===== config.mk =====
export PLATFORM = sky130hd
export DESIGN_NAME = otg_session_control_status
export DESIGN_NICKNAME = d
export VERILOG_FILES = /design/src/design/otg_session_pkg.sv /design/src/design/otg_session_control_status.sv
export SDC_FILE = /design/constraint.sdc
export NUM_CORES = 1
export LEC_CHECK = 0
export BUFFER_PORTS_ARGS = -buffer_cell sky130_fd_sc_hd__buf_2
export CAP_MARGIN = 30
export CORE_ASPECT_RATIO = 0.8
export CORE_MARGIN = 3
export CORE_UTILIZATION = 50
export CTS_CLUSTER_SIZE = 28
export DETAILED_ROUTE_END_ITERATION = 12
export PLACE_DENSITY_LB_ADDON = 0.08
export SLEW_MARGIN = 20
export SYNTH_ARGS = -nofsm -noshare
export SYNTH_HDL_FRONTEND = slang
export SYNTH_SLANG_ARGS = --single-unit

===== constraint.sdc =====
create_clock -name clock -period 3.8 [get_ports clock]
set_input_delay 0 -clock clock [delete_from_list [all_inputs] [get_ports clock]]
set_output_delay 0 -clock clock [all_outputs]
set_load 0.03 [all_outputs]

===== src/design/otg_session_pkg.sv =====
// Constants for the OTG session control and status block.
// Assumes a 32-bit classic Wishbone register bus with word addressing in bytes.
package otg_session_pkg;

	// ==========================================
	// Register offsets (byte addresses)
	localparam logic [7:0] OFS_CTRL_STATUS = 8'h00;
	localparam logic [7:0] OFS_INT_FLAGS   = 8'h04;
	localparam logic [7:0] OFS_INT_MASK    = 8'h08;

	// ==========================================
	// Control and status field positions
	localparam int BIT_B_SESS_VALID = 19;
	localparam int BIT_A_SESS_VALID = 18;
	localparam int BIT_DEBOUNCE     = 17;
	localparam int BIT_ID_PIN       = 16;
	localparam int BIT_DEV_NEG_EN   = 11;
	localparam int BIT_HOST_NEG_EN  = 10;
	localparam int BIT_NEG_REQ      = 9;
	localparam int BIT_NEG_OK       = 8;
	localparam int BIT_SESS_REQ     = 1;
	localparam int BIT_SESS_OK      = 0;

	// ==========================================
	// Interrupt flag positions
	localparam int BIT_NEG_END  = 9;
	localparam int BIT_SESS_END = 8;

	localparam logic [31:0] RESET_CTRL  = 32'h0000_0000;
	localparam logic [31:0] RESET_FLAGS = 32'h0000_0000;
	localparam logic [31:0] RESET_MASK  = 32'h0000_0000;
	localparam logic [31:0] READ_UNMAPPED = 32'h0000_0000;

endpackage


===== src/design/otg_session_control_status.sv =====
// OTG session control and status register with protocol end flags.
// Assumes a classic Wishbone master, a protocol engine that reports
// negotiation and session request outcomes as one-cycle pulses, and
// asynchronous comparator, ID and mode levels from outside the clock domain.
//
// Notes on behaviour
// - B-device role shows B-session valid comparator at bit 19.
// - A-device role shows A-session valid comparator at bit 18.
// - Host mode shows debounce type at bit 17, long or short.
// - ID pin level at bit 16 always; 0 A-device, 1 B-device.
// - Device negotiation enable bit 11 gates starting negotiation in device mode.
// - Host negotiation enable bit 10 gates response to B-device requests.
// - Negotiation request bit 9 starts negotiation in device mode.
// - Negotiation success bit 8 set on success, cleared when request set.
// - Session request bit 1 starts session request; clears like negotiation request.
// - Session request success bit 0 set on success, cleared when request set.
// - Negotiation end flag at bit 9 of interrupt flags on completion.
//
// Our own choices: register access over Wishbone and the register offsets.
`timescale 1ns/1ps
module otg_session_control_status
	import otg_session_pkg::*;
(
	input  wire logic        clock,
	input  wire logic        nrst,
	input  wire logic        wbCycI,
	input  wire logic        wbStbI,
	input  wire logic        wbWeI,
	input  wire logic [7:0]  wbAdrI,
	input  wire logic [3:0]  wbSelI,
	input  wire logic [31:0] wbDatI,
	output logic      [31:0] wbDatO,
	output logic             wbAckO,
	input  wire logic        bSessionThreshold,
	input  wire logic        aSessionThreshold,
	input  wire logic        idPinState,
	input  wire logic        hostMode,
	input  wire logic        shortDebounce,
	input  wire logic        negDone,
	input  wire logic        negOk,
	input  wire logic        sessDone,
	input  wire logic        sessOk,
	input  wire logic        peerNegRequest,
	output logic             startNegotiation,
	output logic             startSession,
	output logic             acceptPeerNeg,
	output logic             irq
);
	import otg_session_pkg::*;

	// ==========================================
	// Reset release
	logic rstMeta_q;
	logic rstSync_q;
	always_ff @(posedge clock or negedge nrst)
	begin
		if (!nrst)
		begin
			rstMeta_q <= 1'b0;
			rstSync_q <= 1'b0;
		end
		else
		begin
			rstMeta_q <= 1'b1;
			rstSync_q <= rstMeta_q;
		end
	end
	wire rstN = rstSync_q;

	// ==========================================
	// Pin synchronisers, one per asynchronous level
	localparam int NSYNC = 5;
	wire  [NSYNC-1:0] pinsRaw = {shortDebounce, hostMode, idPinState,
		aSessionThreshold, bSessionThreshold};
	logic [NSYNC-1:0] pinMeta_q;
	logic [NSYNC-1:0] pinSync_q;
	genvar gi;
	generate
		for (gi = 0; gi < NSYNC; gi++)
		begin : g_sync
			always_ff @(posedge clock or negedge rstN)
			begin
				if (!rstN)
				begin
					pinMeta_q[gi] <= 1'b0;
					pinSync_q[gi] <= 1'b0;
				end
				else
				begin
					pinMeta_q[gi] <= pinsRaw[gi];
					pinSync_q[gi] <= pinMeta_q[gi];
				end
			end
		end
	endgenerate
	wire bSessS   = pinSync_q[0];
	wire aSessS   = pinSync_q[1];
	wire idS      = pinSync_q[2];
	wire hostS    = pinSync_q[3];
	wire shortS   = pinSync_q[4];
	wire devMode  = !hostS;
	wire roleB    = idS;

	// ==========================================
	// Bus decode
	wire busReq    = wbCycI && wbStbI && !wbAckO;
	wire selCtrl   = (wbAdrI == OFS_CTRL_STATUS);
	wire selFlags  = (wbAdrI == OFS_INT_FLAGS);
	wire selMask   = (wbAdrI == OFS_INT_MASK);
	// Writes commit at the edge where the master samples ack, never on the take edge
	wire busDone   = wbCycI && wbStbI && wbAckO;
	wire wrFull    = busDone && wbWeI && (wbSelI == 4'hf);
	wire wrCtrl    = wrFull && selCtrl;
	wire wrFlags   = wrFull && selFlags;
	wire wrMask    = wrFull && selMask;

	// ==========================================
	// Control bits
	logic devNegEn_q, hostNegEn_q, negReq_q, negOk_q, sessReq_q, sessOk_q;
	logic negEnd_q, sessEnd_q;
	logic [31:0] mask_q;

	// Writes only land while the matching mode is active
	wire wrDevCtrl  = wrCtrl && devMode;
	wire wrHostCtrl = wrCtrl && hostS;
	wire clrNegEnd  = wrFlags && wbDatI[BIT_NEG_END];
	wire clrSessEnd = wrFlags && wbDatI[BIT_SESS_END];
	wire negReqRise  = wrDevCtrl && wbDatI[BIT_NEG_REQ] && !negReq_q;
	wire sessReqRise = wrDevCtrl && wbDatI[BIT_SESS_REQ] && !sessReq_q;

	always_ff @(posedge clock or negedge rstN)
	begin
		if (!rstN)
		begin
			devNegEn_q  <= 1'b0;
			hostNegEn_q <= 1'b0;
			negReq_q    <= 1'b0;
			sessReq_q   <= 1'b0;
		end
		else
		begin
			if (wrDevCtrl)
			begin
				devNegEn_q <= wbDatI[BIT_DEV_NEG_EN];
				negReq_q   <= wbDatI[BIT_NEG_REQ];
				sessReq_q  <= wbDatI[BIT_SESS_REQ];
			end
			else
			begin
				if (clrNegEnd && negEnd_q)
					negReq_q <= 1'b0;
				if (clrSessEnd && sessEnd_q)
					sessReq_q <= 1'b0;
			end
			if (wrHostCtrl)
				hostNegEn_q <= wbDatI[BIT_HOST_NEG_EN];
		end
	end

	// Success bits: a fresh request clears, an outcome loads its result
	always_ff @(posedge clock or negedge rstN)
	begin
		if (!rstN)
		begin
			negOk_q  <= 1'b0;
			sessOk_q <= 1'b0;
		end
		else
		begin
			if (negReqRise)
				negOk_q <= 1'b0;
			else if (negDone)
				negOk_q <= negOk;
			if (sessReqRise)
				sessOk_q <= 1'b0;
			else if (sessDone)
				sessOk_q <= sessOk;
		end
	end

	// ==========================================
	// End flags, set wins over write-one-to-clear
	always_ff @(posedge clock or negedge rstN)
	begin
		if (!rstN)
		begin
			negEnd_q  <= 1'b0;
			sessEnd_q <= 1'b0;
			mask_q    <= RESET_MASK;
		end
		else
		begin
			negEnd_q  <= negDone || (negEnd_q && !clrNegEnd);
			sessEnd_q <= sessDone || (sessEnd_q && !clrSessEnd);
			if (wrMask)
				mask_q <= wbDatI;
		end
	end

	wire [31:0] flagsWord = {22'h00_0000, negEnd_q, sessEnd_q, 8'h00};
	assign irq = |(flagsWord & mask_q);

	// ==========================================
	// Protocol controls toward the engine
	assign startNegotiation = devMode && negReq_q && devNegEn_q;
	assign startSession     = devMode && sessReq_q;
	assign acceptPeerNeg    = hostS && hostNegEn_q && peerNegRequest;

	// ==========================================
	// Read view; mode-restricted bits read zero
	logic [31:0] ctrlWord;
	always_comb
	begin
		ctrlWord = RESET_CTRL;
		ctrlWord[BIT_B_SESS_VALID] = roleB && bSessS;
		ctrlWord[BIT_A_SESS_VALID] = !roleB && aSessS;
		ctrlWord[BIT_DEBOUNCE]     = hostS && shortS;
		ctrlWord[BIT_ID_PIN]       = idS;
		ctrlWord[BIT_DEV_NEG_EN]   = devMode && devNegEn_q;
		ctrlWord[BIT_HOST_NEG_EN]  = hostS && hostNegEn_q;
		ctrlWord[BIT_NEG_REQ]      = devMode && negReq_q;
		ctrlWord[BIT_NEG_OK]       = devMode && negOk_q;
		ctrlWord[BIT_SESS_REQ]     = devMode && sessReq_q;
		ctrlWord[BIT_SESS_OK]      = devMode && sessOk_q;
	end

	wire [31:0] readMux = selCtrl ? ctrlWord :
		selFlags ? flagsWord :
		selMask ? mask_q : READ_UNMAPPED;

	always_ff @(posedge clock or negedge rstN)
	begin
		if (!rstN)
		begin
			wbAckO <= 1'b0;
			wbDatO <= 32'h0000_0000;
		end
		else
		begin
			wbAckO <= busReq;
			if (busReq && !wbWeI)
				wbDatO <= readMux;
		end
	end
endmodule


Word level (Yosys, flattened, before mapping)
Index checks and enable logic that the tools add are counted.
{"block": "totals", "word_cells": 86, "inputBits": 59, "register_bits": 85, "mem_count": 0, "ramBits": 0, "mem_bits_ro": 0, "latch_bits": 0}
{"block": "classes", "eq_ne": 3, "reduce_logical": 48, "mul": 0, "div_mod_pow": 0, "muxes": 11, "shifts": 0, "add_sub_neg": 0, "n_lt_le_gt_ge": 0, "bitwise": 1}
{"operator": "two-way mux 32 bit", "n": 3}
{"operator": "bitwise AND 10 x 32 -> 32 bit", "n": 1}
{"operator": "logical AND 1 bit", "n": 32}
{"operator": "OR reduction 32 bit", "n": 1}
{"operator": "== test 8 x 3 -> 1 bit (second input constant)", "n": 1}
{"operator": "== test 8 x 4 -> 1 bit (second input constant)", "n": 1}
{"operator": "logical NOT 1 bit", "n": 8}
{"operator": "logical NOT 8 bit", "n": 1}
{"operator": "two-way mux 1 bit", "n": 8}
{"operator": "nonzero test 2 bit", "n": 4}
{"operator": "== test 4 bit (second input constant)", "n": 1}
{"operator": "logical OR 1 bit", "n": 2}

Depth between registers and ports, before layout
{"block": "logic_depth", "ltp_word": 9, "depth_mapped": 6}

Worst setup path after synthesis
OpenSTA, ideal clock, no wires.
{"block": "synth_timing", "kind": "reg-to-reg", "start": "register wbAckO", "end": "register devNegEn_q", "setup_time_ns": 0.125, "setup_slack_ns": 2.025, "path_stages_with_launch": 5, "synth_period_minus_slack_ns": 1.775, "required_ns": 3.675, "arrival_ns": 1.650, "path_cell_list": "dfrtp_1 -> nand4_1 -> nor4_4 -> and2_2 -> mux2_2"}
{"block": "synth_via", "elab_chain_len": 5}
{"element": "start: declaration", "line": "otg_session_control_status.sv:33", "rtl": "output logic wbAckO,"}
{"element": "start signal: assignment", "line": "otg_session_control_status.sv:240", "rtl": "wbAckO <= busReq;"}
{"element": "logical AND 1 bit", "line": "otg_session_control_status.sv:111", "rtl": "wire busDone = wbCycI && wbStbI && wbAckO;"}
{"element": "logical AND 1 bit (2 in series)", "line": "otg_session_control_status.sv:112", "rtl": "wire wrFull = busDone && wbWeI && (wbSelI == 4'hf);"}
{"element": "logical AND 1 bit", "line": "otg_session_control_status.sv:113", "rtl": "wire wrCtrl = wrFull && selCtrl;"}
{"element": "logical AND 1 bit", "line": "otg_session_control_status.sv:124", "rtl": "wire wrDevCtrl = wrCtrl && devMode;"}
{"element": "end signal: assignment", "line": "otg_session_control_status.sv:144", "rtl": "devNegEn_q <= wbDatI[BIT_DEV_NEG_EN];"}
{"element": "end: declaration", "line": "otg_session_control_status.sv:119", "rtl": "logic devNegEn_q, hostNegEn_q, negReq_q, negOk_q, sessReq_q, sessOk_q;"}
Every way passes these cells.
A chain may end at the register's enable or synchronous reset.

Worst setup path after layout
{"block": "layout_timing", "start": "input port wbAdrI[5]", "end": "register mask_q[3]"}
{"block": "layout_via", "elab_chain_len": 2}
{"element": "start: declaration", "line": "otg_session_control_status.sv:29", "rtl": "input wire logic [7:0] wbAdrI,"}
{"element": "== test 8 x 4 -> 1 bit", "line": "otg_session_control_status.sv:109", "rtl": "wire selMask = (wbAdrI == OFS_INT_MASK);"}
{"element": "logical AND 1 bit", "line": "otg_session_control_status.sv:115", "rtl": "wire wrMask = wrFull && selMask;"}
{"element": "end signal: assignment", "line": "otg_session_control_status.sv:196", "rtl": "mask_q <= wbDatI;"}
{"element": "end: declaration", "line": "otg_session_control_status.sv:121", "rtl": "logic [31:0] mask_q;"}
Every way passes these cells.

==> metrics.txt <==
Post CTS Setup Buffer Count=0; post-layout total power=~1.8 mW; Yosys top cell area share=between 60% and 70%; horizontal die dimension=about 99 µm; type of the worst setup path=input pin to flip-flop; arithmetic-cell share of the synthesized area counting full adders, half adders and majority gates=0%; Max Cap Violations=0; actual transition at the worst max-transition pin=0.739 ns; hold worst-path end=wbDatO[16]$_DFFE_PN0P_; Final Core Density=a little under three quarters; area added between synthesis and finish=35.7%; power density over the cells=between 300 and 400 mW/mm²; xor and xnor fraction of the mapped netlist area=0%; leading register cell type out of synthesis=dfrtp_1; violation count after the first detailed-route iteration=103; critical path launch point type=input pin; final total negative setup slack=0 ns; ANT nets after route=0; I/O pin total=96; Finish-stage setup viols=0; crit end category=flip-flop; Hold Path Cell Cnt=3; proportion of synthesized area in mux cells=14.9%; Tightest Hold Check Type=input pin to flip-flop; number of enable-type register cells in the synthesized netlist=0; ratio of routed vias to standard cells=slightly above 5; clock sink count=85; vias post-DR=2403; synthesized net count=between 200 and 300; initial core utilization=around 53%; proportion of layout cells with a drive suffix above 1=41.5%; crit path DAT=2.36 ns; synthesized-area fraction occupied by ao, oa, aoi and oai cells=between 10% and 20%; Leak=~2.4 nW; Worst Path Max Fanout=32; relative slew slack=50.0%; TritonCTS clock tree=done; RSZ-0062 raised after global routing=false; Synth cell types=37; die span in y=around 80 µm; Clock H-tree levels=3; share of flip-flops with an asynchronous set or reset after synthesis=between 90% and 100%; final period demand of the worst path=roughly 2.1 ns; worst-case hold slack=0.0510 ns; final hold violation count=0; CTS max path bufs=2; post-cts hold buffer count=50; total grt overflow=0; Detail Placement HPWL=around 4600 µm; WL final=between 7000 and 8000 µm; number of DRC violations after detailed routing=0; combined global-route utilization of all metal layers=roughly 20%; first-pass GRT wire length=roughly 12000 µm; outcome=finished clean; overall die area=~0.0079 mm²; number of standard-cell rows in the floorplan=26; count leader, synth=dfrtp_1; placeable core region=about 0.0065 mm²; clock-pin slew reported for the worst setup and hold paths after clock tree synthesis=~0.090 ns; sequential-to-total area share from yosys stat=~60%; largest clock skew in the final design=just under 0.01 ns; post-cts gate resize count=0; end of the worst register-to-register path=sessOk_q$_DFFE_PN0P_; post-synthesis area per instance=15.1 µm²; fin. max-slew vios=0; largest registers in the final layout=mask_q x32, wbDatO x32, pinMeta_q x5; library cell occupying the most area in the post-synthesis netlist=dfrtp_1; clock insertion delay at the later pin of the skew report=roughly 0.36 ns; post-synthesis share of cell area spent on and, or, nand and nor gates=under 10%; cell chosen for the clock root=clkbuf_8; average routed wire per standard cell=between 15 and 20 µm; most frequent cells after synthesis=dfrtp_1, mux2_4, a22o_1; R2R setup slack=approximately 1.7 ns; ANT cells=0; biggest area contributors in the synthesized netlist=dfrtp_1, mux2_4, a22o_1; Synth Register Bits=85; clock buffers created by TritonCTS=9; number of nets in the final layout=approximately 440; main combinational cell family by area after synthesis=multiplexers; number of input and output port buffers inserted=95; via count of the first global-routing pass=roughly 2500; GPL Wtd Cong=between 0.7 and 0.8; reg2reg path depth=5; part of the cycle the worst path needs=55.8%; number of antenna violations at the first check in global routing=0; final std cell area, no fill=~0.0047 mm²; first-pass detailed-route iteration total=4; Worst Min Path Start=wbAdrI[3]; combined area of all synthesized cells=about 0.0035 mm²; Syn. warnings=0; maximum number of pins on one net before global-route repair=50; reg-to-reg critical path startpoint=wbAckO$_DFF_PN0_; placed standard-cell area=0.00396 mm²; maximum clock frequency=472 MHz; critical path data required time=4.04 ns; Synth Instances=~230; Worst IR Drop VDD=about 0.35 mV
==> area by class of cell <==
cell class,count,area [µm²]
inverters,3,11.3
clock inverters,7,105
repair buffers,148,1020
clock buffers,9,124
multi-input cells,129,1190
flip-flops and latches,85,2130
well taps,84,105
fillers,461,1850
==> cells by family after synthesis <==
family | Yosys count
other cells | 1
mux | 36
flops | 85
compound gates | 52
simple gates | 40
buf+inv | 15
==> routing by layer <==
metal / GRT usage (%) / part of all wire (%)
met1: 27.4 / 46
met2: 31.6 / 47
met3: 6.25 / 6.2
met4: 4.64 / 1.1
met5: 0 / 0
==> power breakdown <==
| part | leakage (nW) | internal, mW | switching [mW] | total [mW] |
|---|---|---|---|---|
| clock network | 0.118 | 0.382 | 0.347 | 0.728 |
| registers | 1.14 | 0.913 | 0.0122 | 0.926 |
| logic | 1.14 | 0.0683 | 0.0495 | 0.118 |
==> how the worst max path moves through the flow <==
stage	slack, ns	to	from	cells past startpoint
finish	1.68	mask_q[3]$_DFFE_PN0P_	wbAdrI[5]	6
global route	1.61	sessOk_q$_DFFE_PN0P_	wbAckO$_DFF_PN0_	5
CTS	1.69	mask_q[3]$_DFFE_PN0P_	wbAdrI[5]	6
detailed placement	1.74	mask_q[3]$_DFFE_PN0P_	wbAdrI[2]	5
global placement	1.79	mask_q[3]$_DFFE_PN0P_	wbAdrI[7]	5
floorplan	1.26	aSessS$_DFF_PN0_	rstN$_DFF_PN0_	0
==> metrics by stage <==
step,worst slack [ns],instances
after floorplan,1.26,229
after global placement,1.79,398
after detailed placement,1.74,399
after CTS,1.69,465
after global routing,1.61,465
final,1.68,465
==> cells in the final DEF, fill, tap and decap left out, types with 2 or more instances in the layout <==
master         Yosys  layout
buf_2              1      95
dfrtp_1           85      84
dlygate4sd3_1      0      50
mux2_4            30      30
a22o_1            27      27
nand2_1            9       9
clkbuf_8           0       9
nor2_1             6       6
a21o_1             6       6
a22oi_1            5       5
o21ai_0            5       5
nand4_1            4       4
nand3_1            4       4
mux2_2             4       4
inv_1              3       3
a21oi_1            3       3
nor4_4             2       2
nor3b_1            2       2
nor2b_1            2       2
a2bb2oi_1          2       2
mux2i_1            2       2
a31oi_1            2       2
inv_8              0       2
bufinv_16          0       2
buf_4              0       2
==> critical path, cell delays in order <==
cell           delay, ns
dlygate4sd3_1       0.52
buf_2               0.13
or3_2               0.51
nor2_4              0.16
and3_4              0.62
mux2_2              0.40
(Power assumes the default switching activity.)
